--- src/hdl/ansi_param_serial_slave_regs.vh ---
/*
 Constants for the character-protocol parameter slave: control characters,
 data-field limits, protocol modes and register map.
 Assumes inclusion by ansi_param_serial_slave.v and by the testbench's checker and test modules.
*/
`ifndef ANSI_PARAM_SERIAL_SLAVE_REGS_VH
`define ANSI_PARAM_SERIAL_SLAVE_REGS_VH

// ----------------------------------------------------------------
// Control characters
// ----------------------------------------------------------------
`define CH_STX          8'h02
`define CH_ETX          8'h03
`define CH_EOT          8'h04
`define CH_ENQ          8'h05
`define CH_ACK          8'h06
`define CH_NAK          8'h15
`define CH_ZERO         8'h30
`define CH_NINE         8'h39
`define CH_SPACE        8'h20
`define CH_PLUS         8'h2b
`define CH_MINUS        8'h2d
`define CH_POINT        8'h2e

// ----------------------------------------------------------------
// Data field and checksum limits
// ----------------------------------------------------------------
`define MAX_FIELD_LEN   4'd12
`define MAX_DIGITS      4'd10
`define MAX_FRAC        4'd9
`define MAX_DP          3'd6
`define CHK_FLOOR       8'h20
`define POS_LIMIT       56'h0000007fffffff
`define NEG_LIMIT       56'h00000080000000

// ----------------------------------------------------------------
// Protocol modes and error code
// ----------------------------------------------------------------
`define MODE_FOUR_WIRE  4'h1
`define MODE_TWO_WIRE   4'h2
`define ERR_BAD_MODE    8'h31

// ----------------------------------------------------------------
// Register map (byte addresses) and reset values
// ----------------------------------------------------------------
`define REG_CTRL        8'h00
`define REG_BAUD        8'h04
`define REG_STATUS      8'h08
`define REG_COUNT       8'h0c
`define CTRL_MODE_LSB   0
`define CTRL_ADDR_LO    8
`define CTRL_ADDR_HI    12
`define STAT_ERR_BIT    0
`define STAT_CODE_LSB   8
`define STAT_BUSY_BIT   16
`define RST_MODE        4'h1
`define RST_ADDR_HI     4'h1
`define RST_ADDR_LO     4'h1
`define RST_BAUD        32'h00000004

`endif

--- src/hdl/ansi_param_serial_slave.v ---
/*
 Slave handler for a character-framed parameter read/write protocol on a
 multidrop serial line, with an APB register file for configuration.
 Assumes a character receiver/transmitter outside, synchronous to clock_i,
 and a parameter store that answers a held request with par_ack_i.
*/
// The APB slave port and the register offsets were left to the implementer.
`timescale 1ns/100ps
`include "ansi_param_serial_slave_regs.vh"

module ansi_param_serial_slave #(
	parameter BUF_DEPTH = 20
) (
	input  wire        clock_i,
	input  wire        rst_i,
	input  wire        psel_i,
	input  wire        penable_i,
	input  wire        pwrite_i,
	input  wire [7:0]  paddr_i,
	input  wire [31:0] pwdata_i,
	output reg  [31:0] prdata_o,
	output reg         pready_o,
	output reg         pslverr_o,
	input  wire [7:0]  rx_data_i,
	input  wire        rx_valid_i,
	output reg  [7:0]  tx_data_o,
	output reg         tx_valid_o,
	input  wire        tx_ready_i,
	output reg         line_drive_o,
	output reg         four_wire_o,
	output reg  [31:0] baud_cfg_o,
	output reg         par_req_o,
	output reg         par_we_o,
	output reg  [6:0]  par_menu_o,
	output reg  [6:0]  par_num_o,
	output reg  [31:0] par_wdata_o,
	input  wire        par_ack_i,
	input  wire        par_exists_i,
	input  wire        par_ok_i,
	input  wire [2:0]  par_dp_i,
	input  wire [31:0] par_rdata_i
);

// ----------------------------------------------------------------
// States
// ----------------------------------------------------------------
localparam S_IDLE  = 12'h001;
localparam S_ADDR  = 12'h002;
localparam S_SEL   = 12'h004;
localparam S_RHDR  = 12'h008;
localparam S_WHDR  = 12'h010;
localparam S_DATA  = 12'h020;
localparam S_CHK   = 12'h040;
localparam S_LOOK  = 12'h080;
localparam S_RESC  = 12'h100;
localparam S_WRITE = 12'h200;
localparam S_FMT   = 12'h400;
localparam S_TX    = 12'h800;

// ----------------------------------------------------------------
// Declarations
// ----------------------------------------------------------------
reg  [11:0] st_reg;
reg  [3:0]  pos_reg;
reg  [7:0]  ah_reg, al_reg;
reg         addr_bad_reg, hdr_bad_reg, is_write_reg;
reg  [3:0]  m_hi_reg, m_lo_reg, p_hi_reg, p_lo_reg;
reg  [7:0]  xor_reg;
reg  [3:0]  len_reg, ndig_reg, frac_reg;
reg         seen_reg, dp_seen_reg, neg_reg, bad_reg;
reg  [34:0] raw_reg;
reg  [3:0]  dig_mem [0:9];
reg  [2:0]  dp_reg;
reg  [55:0] scaled_reg;
reg  [4:0]  ridx_reg, keep_reg, steps_reg;
reg  [31:0] mag_reg;
reg  [3:0]  k_reg, fdig_reg;
reg         started_reg, dot_reg, tail_reg;
reg  [7:0]  buf_mem [0:BUF_DEPTH-1];
reg  [4:0]  tl_reg, ti_reg;
reg         quiet_reg;
reg  [3:0]  mode_reg, own_hi_reg, own_lo_reg;
reg         err_reg;
reg  [15:0] count_reg;

wire        two_wire = (mode_reg == `MODE_TWO_WIRE);
wire        rx_take  = rx_valid_i & (st_reg != S_TX);
wire        is_dig   = (rx_data_i >= `CH_ZERO) && (rx_data_i <= `CH_NINE);
wire [3:0]  dval     = rx_data_i[3:0];
wire [7:0]  chk_fix  = (xor_reg < `CHK_FLOOR) ? xor_reg + `CHK_FLOOR : xor_reg;
wire [31:0] pow_k    = pow10(k_reg);
wire [3:0]  xfrac    = (frac_reg > {1'b0, par_dp_i}) ? frac_reg - {1'b0, par_dp_i} : 4'd0;
wire [3:0]  xpad     = ({1'b0, par_dp_i} > frac_reg) ? {1'b0, par_dp_i} - frac_reg : 4'd0;
wire [55:0] limit    = neg_reg ? `NEG_LIMIT : `POS_LIMIT;
wire        apb_setup = psel_i & ~penable_i;
wire [3:0]  wmode    = pwdata_i[`CTRL_MODE_LSB+3:`CTRL_MODE_LSB];
wire [6:0]  menu_bin = {m_hi_reg, 3'b000} + {2'b00, m_hi_reg, 1'b0} + {3'b000, m_lo_reg};
wire [6:0]  num_bin  = {p_hi_reg, 3'b000} + {2'b00, p_hi_reg, 1'b0} + {3'b000, p_lo_reg};

function [31:0] pow10;
	input [3:0] k;
	begin
		case (k)
			4'd0: pow10 = 32'h00000001;
			4'd1: pow10 = 32'h0000000a;
			4'd2: pow10 = 32'h00000064;
			4'd3: pow10 = 32'h000003e8;
			4'd4: pow10 = 32'h00002710;
			4'd5: pow10 = 32'h000186a0;
			4'd6: pow10 = 32'h000f4240;
			4'd7: pow10 = 32'h00989680;
			4'd8: pow10 = 32'h05f5e100;
			default: pow10 = 32'h3b9aca00;
		endcase
	end
endfunction

// ----------------------------------------------------------------
// APB slave and configuration
// ----------------------------------------------------------------
// Zero wait: read data is caught in the setup cycle, so it comes from a flop.
always @(posedge clock_i or posedge rst_i) begin
	if (rst_i) begin
		prdata_o    <= 32'h00000000;
		pready_o    <= 1'b0;
		pslverr_o   <= 1'b0;
		mode_reg    <= `RST_MODE;
		own_hi_reg  <= `RST_ADDR_HI;
		own_lo_reg  <= `RST_ADDR_LO;
		baud_cfg_o  <= `RST_BAUD;
		err_reg     <= 1'b0;
		four_wire_o <= 1'b1;
	end else begin
		pready_o  <= apb_setup;
		pslverr_o <= apb_setup & (paddr_i[7:4] != 4'h0 || paddr_i[1:0] != 2'b00);
		if (apb_setup) begin
			case (paddr_i)
				`REG_CTRL:   prdata_o <= {16'h0000, own_hi_reg, own_lo_reg, 4'h0, mode_reg};
				`REG_BAUD:   prdata_o <= baud_cfg_o;
				`REG_STATUS: prdata_o <= {15'h0000, st_reg != S_IDLE,
					err_reg ? `ERR_BAD_MODE : 8'h00, 7'h00, err_reg};
				`REG_COUNT:  prdata_o <= {16'h0000, count_reg};
				default:     prdata_o <= 32'h00000000;
			endcase
		end
		if (psel_i & penable_i & pready_o & pwrite_i) begin
			case (paddr_i)
				`REG_CTRL: begin
					own_hi_reg <= pwdata_i[`CTRL_ADDR_HI+3:`CTRL_ADDR_HI];
					own_lo_reg <= pwdata_i[`CTRL_ADDR_LO+3:`CTRL_ADDR_LO];
					if (wmode == `MODE_FOUR_WIRE || wmode == `MODE_TWO_WIRE) begin
						mode_reg <= wmode;
					end else begin
						mode_reg <= `MODE_FOUR_WIRE;
						err_reg  <= 1'b1;
					end
				end
				`REG_BAUD: baud_cfg_o <= pwdata_i;
				`REG_STATUS: begin
					if (pwdata_i[`STAT_ERR_BIT] &&
					    (wmode == `MODE_FOUR_WIRE || wmode == `MODE_TWO_WIRE))
						err_reg <= 1'b0;
				end
				default: ;
			endcase
		end
		four_wire_o <= ~two_wire;
	end
end

// ----------------------------------------------------------------
// Request parser, parameter access and reply builder
// ----------------------------------------------------------------
task push;
	input [7:0] c;
	begin
		buf_mem[tl_reg] <= c;
		xor_reg <= xor_reg ^ c;
		tl_reg <= tl_reg + 5'd1;
	end
endtask

task reply1;
	input [7:0] c;
	begin
		buf_mem[0] <= c;
		tl_reg <= 5'd1;
		ti_reg <= 5'd0;
		st_reg <= quiet_reg ? S_IDLE : S_TX;
	end
endtask

always @(posedge clock_i or posedge rst_i) begin
	if (rst_i) begin
		st_reg <= S_IDLE;
		pos_reg <= 4'd0;
		ah_reg <= 8'h00;
		al_reg <= 8'h00;
		addr_bad_reg <= 1'b0;
		hdr_bad_reg <= 1'b0;
		is_write_reg <= 1'b0;
		m_hi_reg <= 4'd0;
		m_lo_reg <= 4'd0;
		p_hi_reg <= 4'd0;
		p_lo_reg <= 4'd0;
		xor_reg <= 8'h00;
		len_reg <= 4'd0;
		ndig_reg <= 4'd0;
		frac_reg <= 4'd0;
		seen_reg <= 1'b0;
		dp_seen_reg <= 1'b0;
		neg_reg <= 1'b0;
		bad_reg <= 1'b0;
		raw_reg <= 35'd0;
		dp_reg <= 3'd0;
		scaled_reg <= 56'd0;
		ridx_reg <= 5'd0;
		keep_reg <= 5'd0;
		steps_reg <= 5'd0;
		mag_reg <= 32'h00000000;
		k_reg <= 4'd0;
		fdig_reg <= 4'd0;
		started_reg <= 1'b0;
		dot_reg <= 1'b0;
		tail_reg <= 1'b0;
		tl_reg <= 5'd0;
		ti_reg <= 5'd0;
		quiet_reg <= 1'b0;
		count_reg <= 16'h0000;
		par_req_o <= 1'b0;
		par_we_o <= 1'b0;
		par_menu_o <= 7'd0;
		par_num_o <= 7'd0;
		par_wdata_o <= 32'h00000000;
		tx_data_o <= 8'h00;
		tx_valid_o <= 1'b0;
		line_drive_o <= 1'b0;
	end else begin
		// Two-wire drives only while sending; four-wire keeps its own pair
		line_drive_o <= ~two_wire | (st_reg == S_TX);
		if (rx_take && rx_data_i == `CH_EOT && (st_reg == S_IDLE || st_reg == S_ADDR ||
		    st_reg == S_SEL || st_reg == S_RHDR || st_reg == S_WHDR ||
		    st_reg == S_DATA || st_reg == S_CHK)) begin
			st_reg <= S_ADDR;
			pos_reg <= 4'd0;
			addr_bad_reg <= 1'b0;
			hdr_bad_reg <= 1'b0;
			xor_reg <= 8'h00;
			len_reg <= 4'd0;
			ndig_reg <= 4'd0;
			frac_reg <= 4'd0;
			seen_reg <= 1'b0;
			dp_seen_reg <= 1'b0;
			neg_reg <= 1'b0;
			bad_reg <= 1'b0;
			raw_reg <= 35'd0;
		end else begin
			case (st_reg)
				S_IDLE: ;
				S_ADDR: if (rx_take) begin
					pos_reg <= pos_reg + 4'd1;
					if (pos_reg == 4'd0) ah_reg <= rx_data_i;
					if (pos_reg == 4'd2) al_reg <= rx_data_i;
					if ((pos_reg == 4'd1 && rx_data_i != ah_reg) ||
					    (pos_reg == 4'd3 && rx_data_i != al_reg) || !is_dig)
						addr_bad_reg <= 1'b1;
					if (pos_reg == 4'd3) st_reg <= S_SEL;
				end
				S_SEL: if (rx_take) begin
					pos_reg <= 4'd1;
					quiet_reg <= !(ah_reg == {4'h3, own_hi_reg} && al_reg == {4'h3, own_lo_reg});
					if (!((ah_reg == {4'h3, own_hi_reg} && (al_reg == {4'h3, own_lo_reg} ||
					    al_reg == `CH_ZERO)) || (ah_reg == `CH_ZERO && al_reg == `CH_ZERO)))
						addr_bad_reg <= 1'b1;
					if (rx_data_i == `CH_STX) begin
						is_write_reg <= 1'b1;
						pos_reg <= 4'd0;
						st_reg <= S_WHDR;
					end else begin
						is_write_reg <= 1'b0;
						m_hi_reg <= dval;
						hdr_bad_reg <= !is_dig;
						st_reg <= S_RHDR;
					end
				end
				S_RHDR, S_WHDR: if (rx_take) begin
					pos_reg <= pos_reg + 4'd1;
					if (st_reg == S_WHDR) xor_reg <= xor_reg ^ rx_data_i;
					if (pos_reg == 4'd0) m_hi_reg <= dval;
					if (pos_reg == 4'd1) m_lo_reg <= dval;
					if (pos_reg == 4'd2) p_hi_reg <= dval;
					if (pos_reg == 4'd3) p_lo_reg <= dval;
					if (pos_reg < 4'd4 && !is_dig) hdr_bad_reg <= 1'b1;
					if (st_reg == S_WHDR && pos_reg == 4'd3) st_reg <= S_DATA;
					if (st_reg == S_RHDR && pos_reg == 4'd4) begin
						if (rx_data_i == `CH_ENQ && !hdr_bad_reg && !addr_bad_reg)
							st_reg <= S_LOOK;
						else
							st_reg <= S_IDLE;
					end
				end
				S_DATA: if (rx_take) begin
					xor_reg <= xor_reg ^ rx_data_i;
					if (rx_data_i == `CH_ETX) begin
						st_reg <= S_CHK;
						if (ndig_reg == 4'd0 || raw_reg > {limit[34:0]}) bad_reg <= 1'b1;
					end else begin
						len_reg <= len_reg + 4'd1;
						if (len_reg == `MAX_FIELD_LEN) bad_reg <= 1'b1;
						if (rx_data_i == `CH_SPACE) begin
							if (seen_reg) bad_reg <= 1'b1;
						end else begin
							seen_reg <= 1'b1;
							if (rx_data_i == `CH_PLUS || rx_data_i == `CH_MINUS) begin
								if (seen_reg) bad_reg <= 1'b1;
								neg_reg <= (rx_data_i == `CH_MINUS);
							end else if (rx_data_i == `CH_POINT) begin
								if (dp_seen_reg) bad_reg <= 1'b1;
								dp_seen_reg <= 1'b1;
							end else if (is_dig) begin
								if (ndig_reg == `MAX_DIGITS) begin
									bad_reg <= 1'b1;
								end else begin
									ndig_reg <= ndig_reg + 4'd1;
									dig_mem[ndig_reg] <= dval;
									raw_reg <= (raw_reg << 3) + (raw_reg << 1) + {31'd0, dval};
								end
								if (dp_seen_reg) begin
									frac_reg <= frac_reg + 4'd1;
									if (frac_reg == `MAX_FRAC) bad_reg <= 1'b1;
								end
							end else begin
								bad_reg <= 1'b1;
							end
						end
					end
				end
				S_CHK: if (rx_take) begin
					if (rx_data_i == chk_fix && !addr_bad_reg && !hdr_bad_reg)
						st_reg <= S_LOOK;
					else
						st_reg <= S_IDLE;
				end
				S_LOOK: begin
					par_req_o <= ~par_ack_i;
					par_we_o <= 1'b0;
					par_menu_o <= menu_bin;
					par_num_o <= num_bin;
					if (par_req_o && par_ack_i) begin
						dp_reg <= (par_dp_i > `MAX_DP) ? `MAX_DP : par_dp_i;
						count_reg <= count_reg + 16'h0001;
						if (!par_exists_i) begin
							reply1(is_write_reg ? `CH_NAK : `CH_EOT);
						end else if (is_write_reg) begin
							if (bad_reg) begin
								reply1(`CH_NAK);
							end else begin
								st_reg <= S_RESC;
								ridx_reg <= 5'd0;
								scaled_reg <= 56'd0;
								keep_reg <= {1'b0, ndig_reg - xfrac};
								steps_reg <= {1'b0, ndig_reg - xfrac} + {1'b0, xpad};
							end
						end else begin
							buf_mem[0] <= `CH_STX;
							buf_mem[1] <= {4'h3, m_hi_reg};
							buf_mem[2] <= {4'h3, m_lo_reg};
							buf_mem[3] <= {4'h3, p_hi_reg};
							buf_mem[4] <= {4'h3, p_lo_reg};
							buf_mem[5] <= `CH_MINUS;
							neg_reg <= par_rdata_i[31];
							mag_reg <= par_rdata_i[31] ? 32'h00000000 - par_rdata_i : par_rdata_i;
							tl_reg <= par_rdata_i[31] ? 5'd6 : 5'd5;
							xor_reg <= {4'h0, m_hi_reg ^ m_lo_reg ^ p_hi_reg ^ p_lo_reg} ^
								(par_rdata_i[31] ? `CH_MINUS : 8'h00);
							k_reg <= 4'd9;
							fdig_reg <= 4'd0;
							started_reg <= 1'b0;
							dot_reg <= 1'b0;
							tail_reg <= 1'b0;
							st_reg <= S_FMT;
						end
					end
				end
				S_RESC: begin
					// Surplus fraction digits are never fed in; missing ones enter as zeros
					if (ridx_reg == steps_reg) begin
						if (scaled_reg > limit) begin
							reply1(`CH_NAK);
						end else begin
							par_wdata_o <= neg_reg ? 32'h00000000 - scaled_reg[31:0] :
								scaled_reg[31:0];
							st_reg <= S_WRITE;
						end
					end else begin
						ridx_reg <= ridx_reg + 5'd1;
						scaled_reg <= (scaled_reg << 3) + (scaled_reg << 1) +
							((ridx_reg < keep_reg) ? {52'd0, dig_mem[ridx_reg[3:0]]} : 56'd0);
					end
				end
				S_WRITE: begin
					par_req_o <= ~par_ack_i;
					par_we_o <= 1'b1;
					if (par_req_o && par_ack_i)
						reply1(par_ok_i ? `CH_ACK : `CH_NAK);
				end
				S_FMT: begin
					if (tail_reg) begin
						buf_mem[tl_reg] <= chk_fix;
						tl_reg <= tl_reg + 5'd1;
						ti_reg <= 5'd0;
						st_reg <= quiet_reg ? S_IDLE : S_TX;
					end else if (k_reg == 4'd15) begin
						// Last digit wraps the counter, so the frame closes here
						push(`CH_ETX);
						tail_reg <= 1'b1;
					end else if (mag_reg >= pow_k && !(k_reg == 4'd0 && fdig_reg == 4'd9)) begin
						mag_reg <= mag_reg - pow_k;
						fdig_reg <= fdig_reg + 4'd1;
					end else if (dp_reg != 3'd0 && k_reg == {1'b0, dp_reg} - 4'd1 && !dot_reg) begin
						push(`CH_POINT);
						dot_reg <= 1'b1;
						started_reg <= 1'b1;
					end else if (started_reg || fdig_reg != 4'd0 || k_reg <= {1'b0, dp_reg}) begin
						push({4'h3, fdig_reg});
						started_reg <= 1'b1;
						fdig_reg <= 4'd0;
						k_reg <= k_reg - 4'd1;
					end else begin
						k_reg <= k_reg - 4'd1;
					end
				end
				S_TX: begin
					// A character counts as sent once the transmitter has taken it
					if (!tx_valid_o || tx_ready_i) begin
						if (ti_reg == tl_reg) begin
							tx_valid_o <= 1'b0;
							st_reg <= S_IDLE;
						end else begin
							tx_data_o <= buf_mem[ti_reg];
							tx_valid_o <= 1'b1;
							ti_reg <= ti_reg + 5'd1;
						end
					end
				end
				default: st_reg <= S_IDLE;
			endcase
		end
	end
end

endmodule

--- config.mk ---
export PLATFORM = sky130hd
export DESIGN_NAME = ansi_param_serial_slave
export DESIGN_NICKNAME = d
export VERILOG_FILES = /design/src/hdl/ansi_param_serial_slave.v
export VERILOG_INCLUDE_DIRS = /design/src /design/src/hdl
export SDC_FILE = /design/constraint.sdc
export NUM_CORES = 2
export LEC_CHECK = 0
export BUFFER_PORTS_ARGS = -buffer_cell sky130_fd_sc_hd__buf_2
export CAP_MARGIN = 0
export CORE_UTILIZATION = 43
export DETAILED_ROUTE_END_ITERATION = 8
export PLACE_DENSITY = 0.63
export SLEW_MARGIN = 10
export SYNTH_ARGS = -nofsm -noshare
export SYNTH_HDL_FRONTEND = slang
export SYNTH_SLANG_ARGS = --single-unit
--- constraint.sdc ---
create_clock -name clock_i -period 12.25 [get_ports clock_i]
set_input_delay 0 -clock clock_i [delete_from_list [all_inputs] [get_ports clock_i]]
set_output_delay 0 -clock clock_i [all_outputs]
set_load 0.05 [all_outputs]
==> flow_summary.ini <==
[status]
status = complete, no violations

[pwr]
swShare = 0.246
p_seq_frac = 0.453
p_comb_frac = 0.064
p_int_mw = 3.47
ir_drop_mv = 0.0935
p_sw_mw = 1.13
power.density_mw_per_mm2 = 102
power_mw = 4.60
total_leakage_power_nw = 20.0
p_clk_frac = 0.483

[timing]
rsz0062_at_grt = no
maxSlewViolCount = 0
tightest_slew_ns = 1.16
setup-tns-final_ns = 0
setup_viol = 0
fmax_mhz = 172
hold_slack_ns = 0.0404
slew_headroom = 0.229
min_period_over_period = 0.474
fin_worst_skew_ns = 0.0266
min_period_ns = 5.80
hold_viol_final = 0
setup_ws_ns = 6.45

[yosys]
yosysSeqAreaShare = 0.400
ys_warn_count = 0
synthArstFlopShare = 0.662
synth_edf_count = 200
syn_inst = 4155
ys_types = 89
syn_area_sq_mm = 0.0395
synth_area_per_cell_sq_um = 9.50
ys.flop_type = dfrtp_1
synth-seq-cells = 591
syn_nets = 4593

[clock_tree]
clock_path_buffers = 3
ctsHoldBuffers = 103
h-tree-depth = 3
insertion_delay_ns = 0.64
clk_pin_slew_ns = 0.06
cts_made_buffers = 72
postCtsResizedCells = 0
clkSinkCount = 591
root_buffer = clkbuf_16
postCtsSetupBuffers = 0
tritoncts = built

[setup_path]
crit_arrival_ns = 6.05
slowest_delay_ns = 0.91
required_ns = 12.50
cp-end-kind = flop
crit_chain = clkinv_1 > nor2_1 > inv_1 > ha_1 > and4_1 > nor3b_1 > a211o_1 > a211o_1 > o21ai_0 > a21o_1 > nand2_1 > nand2_1 > nand3_1 > a21oi_1
crit_type = reg -> reg
crit_path_top_delay_cell = a21oi_1
cp_max_fo = 19
critical_path_buf_inv_count = 2
crit_family = compound AO/OA/AOI/OAI gates
start_kind = flop

[route]
ant_nets = 0
drcViolationCount = 0
drt_iter0_markers = 2669
routed_via_density = 5.85
drt_wl_total_um = 114000
dr_total_vias = 32756
avgRoutedWirePerCell_um = 20.3
dr.pass1.iters = 7

[place]
finalWeightedCongestion = 0.891
postPlaceCellArea_sq_mm = 0.0416
portBuffers = 217
placed_cells_incl_taps = 5366
pre_cts_ws_ns = 6.62
hpwl_um = 80100

[global_routing]
gr-total-overflow = 0
grt_pass1_vias = 32177
grt_max_degree = 78
grt_antenna_before_repair = 2
grt_pass1_wl_um = 182000
globalRouteTotalUtil = 0.243

[floorplanning]
std_cell_rows = 110
die-area_sq_mm = 0.0930
die_h_um = 305
ios = 218
fp.dieW_um = 305
start_util = 0.436
fp.coreArea_sq_mm = 0.0904

[final_layout]
largest_reg_flops = 160
drive_above_1_share = 0.125
syn2layout_area_growth_pct = 14.1
final_cells = 5603
fin_util = 0.498
design_area_sq_mm = 0.0450
nNetsFinal = 4805

[job]
max_cap_viol_count = 0

[min_path]
hold_class = in -> reg
[layout make-up]
| class | instances | area [sq um] |
|---|---|---|
| Antenna cell | 1 | 2.50 |
| Clock buffer | 92 | 2010 |
| Clock inverter | 41 | 424 |
| Fill cell | 8245 | 45400 |
| Inverter | 102 | 390 |
| Multi-Input combinational cell | 3241 | 22500 |
| Sequential cell | 591 | 15800 |
| Tap cell | 1176 | 1470 |
| Timing Repair Buffer | 359 | 2410 |
[power groups by stage]
| stage | logic (mW) | registers, mW | clock network (mW) |
|---|---|---|---|
| after global routing | 0.326 | 2.08 | 2.34 |
| after global placement | 0.261 | 2.12 | 0 |
| after CTS | 0.294 | 2.08 | 2.27 |
| after detailed placement | 0.264 | 2.12 | 0 |
| after floorplan | 0.175 | 2.11 | 0 |
| final | 0.295 | 2.08 | 2.22 |
[cells in the final DEF, fill, tap and decap left out, types with 14 or more instances in the layout]
| cell | n |
|---|---|
| and2_1 | 29 |
| a211oi_1 | 23 |
| a31oi_1 | 56 |
| o221ai_1 | 15 |
| nor2_1 | 285 |
| nor3_1 | 57 |
| nor4_1 | 30 |
| o22ai_1 | 42 |
| o2bb2ai_1 | 14 |
| dlygate4sd3_1 | 103 |
| a21oi_1 | 307 |
| or3_1 | 20 |
| xor2_1 | 129 |
| buf_2 | 217 |
| and3_1 | 30 |
| mux4_2 | 60 |
| o21bai_1 | 23 |
| nand4_1 | 53 |
| a21o_1 | 76 |
| inv_1 | 99 |
| nand3_1 | 125 |
| buf_4 | 39 |
| nand2b_1 | 34 |
| o31ai_1 | 58 |
| o21a_1 | 34 |
| nand2_1 | 495 |
| dfrtp_1 | 381 |
| clkbuf_16 | 74 |
| mux2i_1 | 22 |
| mux2_2 | 66 |
| xnor2_1 | 143 |
| ha_1 | 332 |
| clkinv_2 | 15 |
| a22o_1 | 33 |
| o21ai_0 | 380 |
| nor2b_1 | 47 |
| edfxtp_1 | 200 |
| or4_1 | 16 |
| o211ai_1 | 20 |
[cells by family after synthesis]
family	synth area share
compound gates	0.187
xor+xnor	0.0604
fa+ha+maj	0.112
buf+inv	0.0314
flops	0.400
mux	0.0587
simple gates	0.150
[Yosys cell counts, types with 16 or more instances]
library cell	instances	area share
nand2_1	496	0.047
dfrtp_1	385	0.24
o21ai_0	383	0.049
ha_1	332	0.11
a21oi_1	310	0.039
nor2_1	286	0.027
edfxtp_1	200	0.15
clkbuf_1	179	0.017
xnor2_1	143	0.032
xor2_1	129	0.029
nand3_1	125	0.016
inv_1	100	0.0095
a21o_1	76	0.014
mux2_2	66	0.019
mux4_2	60	0.034
o31ai_1	58	0.011
nor3_1	57	0.0072
a31oi_1	56	0.0089
nand4_1	53	0.0084
nor2b_1	47	0.0075
o22ai_1	42	0.0067
nand2b_1	34	0.0054
o21a_1	34	0.0065
a22o_1	33	0.0073
nor4_1	32	0.0051
and3_1	30	0.0048
and2_1	29	0.0046
buf_1	28	0.0027
a211oi_1	23	0.0044
o21bai_1	23	0.0044
mux2i_1	22	0.0056
o211ai_1	20	0.0038
or3_1	20	0.0032
or4_1	16	0.0030
[metal layers]
metal  routed length, um  vias to the layer above  track usage
met5                  10                        -            0
met4                2780                        2       0.0677
met3                7760                      183       0.0428
met2               52200                     1129        0.391
met1               50800                    15726        0.336
li1                    -                    15716            -
[worst reg2reg max path: stages (launching register included)]
cell and delay, ns:
dfrtp_1 0.69, clkinv_1 0.40, nor2_1 0.32, inv_1 0.20, ha_1 0.39, and4_1 0.22, nor3b_1 0.15, a211o_1 0.27
a211o_1 0.34, o21ai_0 0.37, a21o_1 0.32, nand2_1 0.11, nand2_1 0.08, nand3_1 0.64, a21oi_1 0.92
[path summary, 6_finish.rpt]
path,from,to,slack [ns],depth (start not counted)
setup / recovery,k_reg[3]$_DFFE_PP0P_,buf_mem[105]$_DFFE_PP_,6.45,14
hold / removal,paddr_i[2],prdata_o[5]$_DFFE_PP0P_,0.04,3
setup reg to reg,k_reg[3]$_DFFE_PP0P_,buf_mem[105]$_DFFE_PP_,6.45,14
hold reg to reg,par_wdata_o[2]$_DFFE_PP0P_,par_wdata_o[2]$_DFFE_PP0P_,0.47,2
max in group asynchronous,rst_i,scaled_reg[21]$_DFFE_PP0P_,9.86,5
min in group asynchronous,rst_i,baud_cfg_o[31]$_DFFE_PP0P_,0.13,3
(Power assumes the default switching activity.)
